--- src/dit_pkg.sv ---
// package: register map, field layout, reset values and prescale codes of the interval timer pair
package dit_pkg;

  // ==========================================================
  // register addresses
  localparam logic [15:0] ADDR_PORT_FUNC = 16'hFE42;
  localparam logic [15:0] ADDR_PAIR_CTRL = 16'hFE78;
  localparam logic [15:0] ADDR_FIRST_PERIOD = 16'hFE7A;
  localparam logic [15:0] ADDR_SECOND_PERIOD = 16'hFE7B;
  localparam logic [15:0] ADDR_IRQ_STATUS = 16'hFE7C;
  localparam logic [15:0] ADDR_IRQ_MASK = 16'hFE7D;

  // ==========================================================
  // control and port function register fields
  localparam int CTRL_FIRST_IE = 0;
  localparam int CTRL_FIRST_OV = 1;
  localparam int CTRL_SECOND_IE = 2;
  localparam int CTRL_SECOND_OV = 3;
  localparam int CTRL_FIRST_SEL = 4;
  localparam int CTRL_SECOND_SEL = 6;
  localparam int FUNC_FIRST_OE = 6;
  localparam int FUNC_SECOND_OE = 7;

  // ==========================================================
  // reset values
  localparam logic [7:0] RST_PAIR_CTRL = 8'h00;
  localparam logic [7:0] RST_PERIOD = 8'h00;
  localparam logic [7:0] RST_PORT_FUNC = 8'h00;
  localparam logic [7:0] FUNC_ONES = 8'h30;
  localparam logic [1:0] RST_MASK = 2'h0;

  // ==========================================================
  // prescale codes and terminal counts
  localparam logic [1:0] SEL_STOP = 2'h0;
  localparam logic [1:0] SEL_DIV4 = 2'h1;
  localparam logic [1:0] SEL_DIV16 = 2'h2;
  localparam logic [1:0] SEL_DIV64 = 2'h3;
  localparam logic [5:0] LAST_DIV4 = 6'h03;
  localparam logic [5:0] LAST_DIV16 = 6'h0F;
  localparam logic [5:0] LAST_DIV64 = 6'h3F;

  typedef struct packed {
    logic [1:0] sel;
    logic [7:0] period;
    logic restart;
  } dit_timer_cfg_s;

endpackage : dit_pkg

--- src/dit_prescaler.sv ---
// 6-bit prescaler giving a one-cycle tick every 4, 16 or 64 cycles
`timescale 1ns/10ps
module dit_prescaler (
  input wire logic clock,
  input wire logic rst,
  input wire logic [1:0] sel,
  input wire logic restart,
  output logic tick
);
  logic [5:0] count;
  logic [5:0] last;

  // ==========================================================
  // terminal count per code
  always_comb begin
    case (sel)
      dit_pkg::SEL_DIV4: last = dit_pkg::LAST_DIV4;
      dit_pkg::SEL_DIV16: last = dit_pkg::LAST_DIV16;
      dit_pkg::SEL_DIV64: last = dit_pkg::LAST_DIV64;
      default: last = dit_pkg::LAST_DIV64;
    endcase
  end

  // stop code holds the prescaler in reset
  always_ff @(posedge clock) begin
    if (rst || restart || sel == dit_pkg::SEL_STOP) begin
      count <= 6'h00;
    end else if (count == last) begin
      count <= 6'h00;
    end else begin
      count <= count + 6'h01;
    end
  end

  assign tick = (sel != dit_pkg::SEL_STOP) && !restart && (count == last);

endmodule : dit_prescaler

--- src/dit_counter.sv ---
// 8-bit interval counter that wraps after its period value and toggles a waveform
`timescale 1ns/10ps
module dit_counter (
  input wire logic clock,
  input wire logic rst,
  input wire dit_pkg::dit_timer_cfg_s cfg,
  output logic [7:0] count,
  output logic wrap,
  output logic toggle
);
  logic tick;

  dit_prescaler u_pre (
    .clock(clock),
    .rst(rst),
    .sel(cfg.sel),
    .restart(cfg.restart),
    .tick(tick)
  );

  // ==========================================================
  // counter
  assign wrap = tick && (count == cfg.period);

  always_ff @(posedge clock) begin
    if (rst || cfg.restart || cfg.sel == dit_pkg::SEL_STOP) begin
      count <= 8'h00;
    end else if (wrap) begin
      count <= 8'h00;
    end else if (tick) begin
      count <= count + 8'h01;
    end
  end

  // waveform keeps its level while stopped
  always_ff @(posedge clock) begin
    if (rst) begin
      toggle <= 1'b0;
    end else if (wrap) begin
      toggle <= ~toggle;
    end
  end

endmodule : dit_counter

--- src/dit_timer_pair.sv ---
// top of the dual interval timer with toggle outputs and register port
`timescale 1ns/10ps
module dit_timer_pair (
  input wire logic clock,
  input wire logic rst,
  input wire logic [15:0] address,
  input wire logic [7:0] writeData,
  input wire logic writeStrobe,
  input wire logic readStrobe,
  output logic [7:0] readData,
  input wire logic [1:0] portLatch,
  output logic firstTogglePin,
  output logic secondTogglePin,
  output logic irq,
  output logic [1:0] eventIrq
);
  logic [7:0] pairControl;
  logic [7:0] firstPeriod;
  logic [7:0] secondPeriod;
  logic [7:0] portFunction;
  logic [1:0] irqStatus;
  logic [1:0] irqMask;
  logic [7:0] firstCount;
  logic [7:0] secondCount;
  logic firstWrap;
  logic secondWrap;
  logic firstToggle;
  logic secondToggle;
  logic firstRunning;
  logic secondRunning;
  dit_pkg::dit_timer_cfg_s firstCfg;
  dit_pkg::dit_timer_cfg_s secondCfg;

  function automatic logic hit(input logic [15:0] a, input logic [15:0] r);
    hit = (a == r);
  endfunction : hit

  // ==========================================================
  // configuration of the two timers
  assign firstRunning = pairControl[dit_pkg::CTRL_FIRST_SEL +: 2] != dit_pkg::SEL_STOP;
  assign secondRunning = pairControl[dit_pkg::CTRL_SECOND_SEL +: 2] != dit_pkg::SEL_STOP;

  always_comb begin
    firstCfg.sel = pairControl[dit_pkg::CTRL_FIRST_SEL +: 2];
    firstCfg.period = firstPeriod;
    firstCfg.restart = writeStrobe && hit(address, dit_pkg::ADDR_FIRST_PERIOD)
      && firstRunning;
    secondCfg.sel = pairControl[dit_pkg::CTRL_SECOND_SEL +: 2];
    secondCfg.period = secondPeriod;
    secondCfg.restart = writeStrobe && hit(address, dit_pkg::ADDR_SECOND_PERIOD)
      && secondRunning;
  end

  // ==========================================================
  // the two timers, identical and independent
  dit_counter u_first (
    .clock(clock),
    .rst(rst),
    .cfg(firstCfg),
    .count(firstCount),
    .wrap(firstWrap),
    .toggle(firstToggle)
  );

  dit_counter u_second (
    .clock(clock),
    .rst(rst),
    .cfg(secondCfg),
    .count(secondCount),
    .wrap(secondWrap),
    .toggle(secondToggle)
  );

  // ==========================================================
  // control register; wrap sets its flag and wins over a software write
  always_ff @(posedge clock) begin
    if (rst) begin
      pairControl <= dit_pkg::RST_PAIR_CTRL;
    end else begin
      if (writeStrobe && hit(address, dit_pkg::ADDR_PAIR_CTRL)) begin
        pairControl <= writeData;
      end
      if (firstWrap) begin
        pairControl[dit_pkg::CTRL_FIRST_OV] <= 1'b1;
      end
      if (secondWrap) begin
        pairControl[dit_pkg::CTRL_SECOND_OV] <= 1'b1;
      end
    end
  end

  always_ff @(posedge clock) begin
    if (rst) begin
      firstPeriod <= dit_pkg::RST_PERIOD;
      secondPeriod <= dit_pkg::RST_PERIOD;
      portFunction <= dit_pkg::RST_PORT_FUNC;
    end else if (writeStrobe) begin
      if (hit(address, dit_pkg::ADDR_FIRST_PERIOD)) begin
        firstPeriod <= writeData;
      end
      if (hit(address, dit_pkg::ADDR_SECOND_PERIOD)) begin
        secondPeriod <= writeData;
      end
      if (hit(address, dit_pkg::ADDR_PORT_FUNC)) begin
        portFunction <= writeData & ~dit_pkg::FUNC_ONES;
      end
    end
  end

  // ==========================================================
  // event status (write one to clear, set wins) and mask
  always_ff @(posedge clock) begin
    if (rst) begin
      irqStatus <= 2'h0;
      irqMask <= dit_pkg::RST_MASK;
    end else begin
      if (writeStrobe && hit(address, dit_pkg::ADDR_IRQ_MASK)) begin
        irqMask <= writeData[1:0];
      end
      irqStatus[0] <= firstWrap || (irqStatus[0] &&
        !(writeStrobe && hit(address, dit_pkg::ADDR_IRQ_STATUS) && writeData[0]));
      irqStatus[1] <= secondWrap || (irqStatus[1] &&
        !(writeStrobe && hit(address, dit_pkg::ADDR_IRQ_STATUS) && writeData[1]));
    end
  end

  assign eventIrq = irqStatus & irqMask;

  // ==========================================================
  // shared interrupt request
  assign irq = (pairControl[dit_pkg::CTRL_FIRST_OV] && pairControl[dit_pkg::CTRL_FIRST_IE])
    || (pairControl[dit_pkg::CTRL_SECOND_OV] && pairControl[dit_pkg::CTRL_SECOND_IE]);

  // ==========================================================
  // pin outputs; pin direction lives in the port block, these are the output values
  always_ff @(posedge clock) begin
    if (rst) begin
      firstTogglePin <= 1'b0;
      secondTogglePin <= 1'b0;
    end else begin
      firstTogglePin <= portLatch[0] |
        (portFunction[dit_pkg::FUNC_FIRST_OE] & firstToggle);
      secondTogglePin <= portLatch[1] |
        (portFunction[dit_pkg::FUNC_SECOND_OE] & secondToggle);
    end
  end

  // ==========================================================
  // read port, data one cycle after the strobe, unmapped reads zero
  always_ff @(posedge clock) begin
    if (rst) begin
      readData <= 8'h00;
    end else if (readStrobe) begin
      case (address)
        dit_pkg::ADDR_PAIR_CTRL: readData <= pairControl;
        dit_pkg::ADDR_FIRST_PERIOD: readData <= firstPeriod;
        dit_pkg::ADDR_SECOND_PERIOD: readData <= secondPeriod;
        dit_pkg::ADDR_PORT_FUNC: readData <= portFunction | dit_pkg::FUNC_ONES;
        dit_pkg::ADDR_IRQ_STATUS: readData <= {6'h00, irqStatus};
        dit_pkg::ADDR_IRQ_MASK: readData <= {6'h00, irqMask};
        default: readData <= 8'h00;
      endcase
    end else begin
      readData <= 8'h00;
    end
  end

  // ==========================================================
  // checks
  a_first_held_zero: assert property (@(posedge clock) disable iff (rst)
    !firstRunning |=> firstCount == 8'h00) else $error("first counter not held");
  a_second_held_zero: assert property (@(posedge clock) disable iff (rst)
    !secondRunning |=> secondCount == 8'h00) else $error("second counter not held");
  a_first_wrap_flag: assert property (@(posedge clock) disable iff (rst)
    firstWrap |=> pairControl[dit_pkg::CTRL_FIRST_OV] && firstCount == 8'h00)
    else $error("first wrap lost");
  a_second_wrap_flag: assert property (@(posedge clock) disable iff (rst)
    secondWrap |=> pairControl[dit_pkg::CTRL_SECOND_OV] && secondCount == 8'h00)
    else $error("second wrap lost");
  a_first_restart: assert property (@(posedge clock) disable iff (rst)
    firstCfg.restart |=> firstCount == 8'h00 && !firstWrap) else $error("no restart");
  a_second_restart: assert property (@(posedge clock) disable iff (rst)
    secondCfg.restart |=> secondCount == 8'h00 && !secondWrap)
    else $error("no restart");
  a_first_div4: assert property (@(posedge clock) disable iff (rst)
    pairControl[5:4] == dit_pkg::SEL_DIV4 && firstWrap ##1
    (pairControl[5:4] == dit_pkg::SEL_DIV4 && !firstCfg.restart)[*3] |-> !firstWrap)
    else $error("first tick too fast");
  a_second_div4: assert property (@(posedge clock) disable iff (rst)
    pairControl[7:6] == dit_pkg::SEL_DIV4 && secondWrap ##1
    (pairControl[7:6] == dit_pkg::SEL_DIV4 && !secondCfg.restart)[*3] |-> !secondWrap)
    else $error("second tick too fast");
  a_first_toggle: assert property (@(posedge clock) disable iff (rst)
    firstWrap |=> firstToggle != $past(firstToggle)) else $error("no toggle");
  a_second_toggle: assert property (@(posedge clock) disable iff (rst)
    secondWrap |=> secondToggle != $past(secondToggle)) else $error("no toggle");
  a_irq_level: assert property (@(posedge clock) disable iff (rst)
    irq == ((pairControl[1] && pairControl[0]) || (pairControl[3] && pairControl[2])))
    else $error("irq mismatch");
  a_pin_or: assert property (@(posedge clock) disable iff (rst)
    ##1 firstTogglePin == ($past(portLatch[0]) | ($past(portFunction[6]) & $past(firstToggle))))
    else $error("pin mismatch");

endmodule : dit_timer_pair

--- config.mk ---
export PLATFORM = sky130hd
export DESIGN_NAME = dit_timer_pair
export DESIGN_NICKNAME = d
export VERILOG_FILES = /design/src/dit_pkg.sv /design/src/dit_prescaler.sv /design/src/dit_counter.sv /design/src/dit_timer_pair.sv
export SDC_FILE = /design/constraint.sdc
export NUM_CORES = 1
export LEC_CHECK = 0
export ABC_CLOCK_PERIOD_IN_PS = 5900
export BUFFER_PORTS_ARGS = -buffer_cell sky130_fd_sc_hd__buf_2
export CORE_ASPECT_RATIO = 1.5
export CORE_MARGIN = 8
export CORE_UTILIZATION = 52
export CTS_CLUSTER_DIAMETER = 50
export CTS_CLUSTER_SIZE = 20
export DETAILED_ROUTE_END_ITERATION = 10
export HOLD_SLACK_MARGIN = 0.08
export MAX_ROUTING_LAYER = met4
export PLACE_DENSITY = 0.74
export SYNTH_ARGS = -nofsm -noshare
export SYNTH_HDL_FRONTEND = slang
export SYNTH_SLANG_ARGS = --single-unit
--- constraint.sdc ---
create_clock -name clock -period 5.9 [get_ports clock]
set_clock_uncertainty 0.05 [all_clocks]
set_input_delay 0.885 -clock clock [delete_from_list [all_inputs] [get_ports clock]]
set_output_delay 0.885 -clock clock [all_outputs]
set_load 0.01 [all_outputs]
* Word-level counts from Yosys, hierarchy flattened
Index checks and enable logic that the tools add are counted.
** Storage, ports and cells
- Flip-flop bits (word level) :: 74
- Bits in latches :: 0
- RAM bits :: 0
- Bits in read-only memories :: 0
- Input bits :: 30
- Output and inout bits :: 13
- Logic and storage cells :: 93
- Memories kept :: 0
** Cells by class
- Add/sub/neg operators :: 4
- Multiply operators :: 0
- Div/mod/pow operators :: 0
- Magnitude comparators :: 0
- Equal/unequal tests :: 14
- Shifts and indexed selects :: 0
- Multiplexer cells :: 6
- Bitwise gates (word level) :: 8
- Reductions and logical operators :: 44
** Operators by type and width (count)
- == test 16 bit, second input constant :: 6
- one-hot mux 8 bit (6 select lines) :: 1
- one-hot mux 6 bit (2 select lines) :: 2
- logical AND 1 bit :: 19
- adder 8 x 1 -> 8 bit, second input constant :: 2
- == test 8 bit :: 2
- adder 6 x 1 -> 6 bit, second input constant :: 2
- == test 6 bit :: 2
- OR reduction 2 bit :: 5
- nonzero test 2 bit :: 4
- logical OR 1 bit :: 7
- AND reduction 2 bit :: 3
- == test 2 x 1 -> 1 bit, second input constant :: 2
- == test 2 bit, second input constant :: 2
- zero test 1 bit :: 4
- zero test 2 bit :: 2
- two-way mux 4 bit :: 1
- NOT 1 bit :: 3
- bitwise AND 1 bit :: 2
- bitwise AND 2 bit :: 1
- two-way mux 1 bit :: 2
- OR 1 bit :: 2

* Longest topological paths before layout
- Depth after elaboration :: 8
- Gate-level depth with buffers :: 8
- Mapped depth without buffers :: 7

* Modules after synthesis
A second synthesis with hierarchy kept.
** Unflattened totals
- Cell total of the unflattened synthesis :: 406
- Area total of the unflattened synthesis :: 3609.7 um2
** By module, submodules not included
- dit_timer_pair :: instances 1, cells an instance 218, area an instance 1923.1 um2, sequential area each 880.8 um2
- dit_counter :: instances 2, cells an instance 55, area an instance 475.5 um2, sequential area each 180.2 um2
- dit_prescaler :: instances 2, cells an instance 39, area an instance 367.9 um2, sequential area each 120.1 um2

* Worst setup path after synthesis
No wires, ideal clock.
- Path kind :: input to register
- Start :: in address[2]
- End :: reg u_second.count[5]
- Setup time :: 0.070 ns
- Data arrival time :: 2.420 ns
- Required time :: 5.780 ns
- Setup slack :: 3.360 ns
- Cell stages on the path :: 7
- Buffers on the path :: 2
- Cell sequence :: buf_6 > and4b_1 > and3_4 > buf_6 > a211o_1 > or4_1 > a21oi_1
** On the way
- Cells in the longest elaborated chain, start to end :: 8
- Elaborated cells on any way between the ends :: 10
- Those cells by class :: eq/ne: 1; reduce/logical: 9
** RTL lines
- start: declaration :: line dit_timer_pair.sv:6 : input wire logic [15:0] address,
- == test 16 bit (*) :: line dit_timer_pair.sv:35 : hit = (a == r);
- logical AND 1 bit (*) :: line dit_timer_pair.sv:50 : secondCfg.restart = writeStrobe && hit(address, dit_pkg::ADDR_SECOND_PERIOD)
- logical AND 1 bit (*) :: line dit_timer_pair.sv:51 : && secondRunning;
- zero test 1 bit :: line dit_prescaler.sv:35 : assign tick = (sel != dit_pkg::SEL_STOP) && !restart && (count == last);
- logical AND 1 bit (2 in a row) :: line dit_prescaler.sv:35
- logical AND 1 bit :: line dit_counter.sv:23 : assign wrap = tick && (count == cfg.period);
- OR reduction 2 bit (no line)
- end signal: assignment :: line dit_counter.sv:31 : count <= count + 8'h01;
- end: declaration :: line dit_counter.sv:7 : output logic [7:0] count,
Mark *: on every way between the ends. The rest lies on a longest branch, timed or not.
A chain may end at the register's enable or synchronous reset.

* Worst setup path in the final report
- Start :: in address[8]
- End :: reg pairControl[3]
** On the way
- Cells in the longest elaborated chain, start to end :: 8
- Elaborated cells on any way between the ends :: 11
- Those cells by class :: eq/ne: 2; mux: 1; reduce/logical: 8
** RTL lines
- == test 16 bit :: line dit_timer_pair.sv:35
- logical AND 1 bit :: line dit_timer_pair.sv:50
- logical AND 1 bit :: line dit_timer_pair.sv:51
- zero test 1 bit :: line dit_prescaler.sv:35
- logical AND 1 bit (2 in a row) :: line dit_prescaler.sv:35
- logical AND 1 bit :: line dit_counter.sv:23
- two-way mux 1 bit / nonzero test 2 bit (equally long branches)
- end signal: assignment :: line dit_timer_pair.sv:78 : pairControl <= dit_pkg::RST_PAIR_CTRL;
- end signal: assignment :: line dit_timer_pair.sv:81 : pairControl <= writeData;
- end: declaration :: line dit_timer_pair.sv:17 : logic [7:0] pairControl;
Several ways; a longest one is shown, not always the timed one.

==> impl_metrics.json <==
{
  "power.switching_mw": 0.209,
  "synthesis.nets": 453,
  "worstSetupPathType": "primary input to flop",
  "cts_setup_buffers": 0,
  "cp.arrival_ns": 2.89,
  "chipHeight_um": 118,
  "dieArea_sq_um": 9910,
  "placedCellCount": 518,
  "antenna_found_initial": 0,
  "fill_cells": 620,
  "io_pins": 43,
  "vias": 3113,
  "finalHoldViolations": 0,
  "combPwrFrac_pct": 3.4,
  "tns_ns": 0,
  "numCtsBuffers": 9,
  "start_util_pct": 53.0,
  "cap_violations": 0,
  "ys_seq_elements": 74,
  "ys_types": 56,
  "synth_area_per_cell_sq_um": 8.69,
  "grt_pass1_vias": 3115,
  "io_buffers": 42,
  "rsz0062_at_grt": "no",
  "drv_slew": 0,
  "cts_sinks": 74,
  "synth_edf_count": 0,
  "startpoint_type": "primary input",
  "min_period_ns": 2.73,
  "cts_hold_buf": 0,
  "swShare_pct": 21.8,
  "grt_max_degree": 44,
  "core_sq_um": 6810,
  "p_int_mw": 0.751,
  "synth_flop_cell": "dfxtp_1",
  "crit_required_ns": 6.05,
  "cts_resized": 0,
  "clkTransAtPathRegs_ns": 0.07,
  "overflow": 0,
  "drt_iter0_drc": 239,
  "gp_congestion": 0.922,
  "synth_seq_area_share_pct": 41.1,
  "mostFrequentLayoutCells": "dfxtp_1, nand2_1, nor2_1, buf_2, a21oi_1",
  "dp_hpwl_mm": 6.72,
  "clock-root-buffer": "clkbuf_8",
  "worst_pin_slew_ns": 0.759,
  "die_w_um": 84.0,
  "cts_tree": "built",
  "grt_first_pass_wirelength_mm": 14.8,
  "grtUsageTotal_pct": 18.7,
  "wl_mm": 8.83,
  "p_clk_share_pct": 44.5,
  "ir_worst_vdd_mv": 0.154,
  "ant_nets": 0,
  "final_nets": 489,
  "power_density_nw_per_um2": 237,
  "htree_levels": 3,
  "setup_viol": 0,
  "drive_above_1_share_pct": 16.2,
  "power_leakage_nw": 1.47,
  "syn_inst": 415,
  "status": "complete, no violations",
  "timing.final.crit_share_pct": 46.3,
  "ys_warn_count": 0,
  "via_per_inst": 5.83,
  "async_flop_share_pct": 0,
  "firstDrtPassIters": 4,
  "area.growth.synth_to_final_pct": 12.4,
  "hp-class": "flop to flop",
  "clkLatencyLatePin_ns": 0.35,
  "max_freq_ghz": 0.366,
  "fin_cells": 534,
  "end_kind": "flop",
  "drc": 0,
  "cp_max_fo": 8,
  "fin_area_sq_um": 4060,
  "seq_power_share_pct": 52.0,
  "reg2reg_slack_ns": 3.41,
  "slew_headroom_pct": 49.4,
  "post_drt_wl_per_cell_um": 16.5,
  "rows": 37,
  "antenna_cells": 0,
  "final_common_cell": "dfxtp_1",
  "clockBufferDepth": 2,
  "syn-cell-area_sq_um": 3610,
  "place_area_sq_um": 3840
}
final cells by class:
cell class / count / area (sq um) / share of cell area, %
Clock buffer: 10 / 128 / 3.15
Sequential cell: 74 / 1480 / 36.5
Multi-Input combinational cell: 311 / 2000 / 49.2
Inverter: 12 / 45.0 / 1.11
Clock inverter: 6 / 90.1 / 2.22
Timing Repair Buffer: 43 / 218 / 5.37
Tap cell: 78 / 97.6 / 2.41
flip-flops by register name, summed over array words and instances (netlist names), 2 cells and up:
register / count
portFunction: 6
u_second.count: 8
u_second.u_pre.count: 6
irqStatus: 2
u_first.count: 8
u_first.u_pre.count: 6
pairControl: 8
irqMask: 2
secondPeriod: 8
firstPeriod: 8
readData: 8
per-stage QoR:
stage	util (%)	worst slack, ns	hold WS (ns)	power, mW
2_1_floorplan	-	3.36	0.368	0.526
3_3_place_gp	56.4	2.92	0.378	0.544
3_5_place_dp	56.4	2.82	0.384	0.544
4_1_cts	59.6	3.21	0.402	0.970
5_1_grt	59.6	3.07	0.426	0.997
6_report	59.6	3.17	0.397	0.961
cell usage after synthesis, types with 8 or more instances:
master | instances | share of area, %
a21oi_1 | 36 | 5.0
or3_1 | 10 | 1.7
mux2_2 | 8 | 2.5
clkbuf_1 | 12 | 1.2
nand3_1 | 21 | 2.9
nand4_1 | 8 | 1.4
inv_1 | 12 | 1.2
dfxtp_1 | 74 | 41
nand2_1 | 47 | 4.9
ha_1 | 8 | 2.8
mux2i_1 | 12 | 3.3
xnor2_1 | 25 | 6.1
nor2_1 | 45 | 4.7
kinds of logic after synthesis:
| family | Yosys count | share of synthesized area [%] |
|---|---|---|
| flops | 74 | 41.1 |
| buf+inv | 30 | 3.61 |
| compound gates | 76 | 14.0 |
| xor+xnor | 32 | 7.77 |
| fa+ha+maj | 8 | 2.77 |
| simple gates | 175 | 24.9 |
| mux | 20 | 5.83 |
critical path, cell delays in order:
cell,delay (ns)
buf_2,0.10
nand4bb_1,0.33
nor4_2,0.75
nand2_1,0.47
mux2i_1,0.27
a21oi_1,0.08
path summary, 6_finish.rpt:
check | from | to | cells past startpoint
max | address[8] | pairControl[3] | 6
min | u_second.u_pre.count[0] | u_second.u_pre.count[0] | 1
max reg2reg | pairControl[6] | u_second.count[5] | 7
min reg2reg | u_second.u_pre.count[0] | u_second.u_pre.count[0] | 1
per-layer routing:
| layer | up-vias | global-route usage, % | part of all wire [%] |
|---|---|---|---|
| met2 | 66 | 33.4 | 54 |
| met5 | - | - | 0 |
| met1 | 1478 | 18.4 | 39 |
| li1 | 1550 | - | - |
| met4 | 0 | 9.33 | 2.8 |
| met3 | 19 | 4.16 | 3.6 |
power groups by stage:
stage                     Combinational (mW)  Clock [mW]  Sequential, mW
after floorplan                       0.0143           0           0.512
after global placement                0.0323           0           0.512
after detailed placement              0.0327           0           0.512
after CTS                             0.0329       0.437           0.500
after global routing                  0.0360       0.461           0.500
final                                 0.0331       0.428           0.500
Power figures use the tool's default switching activity.
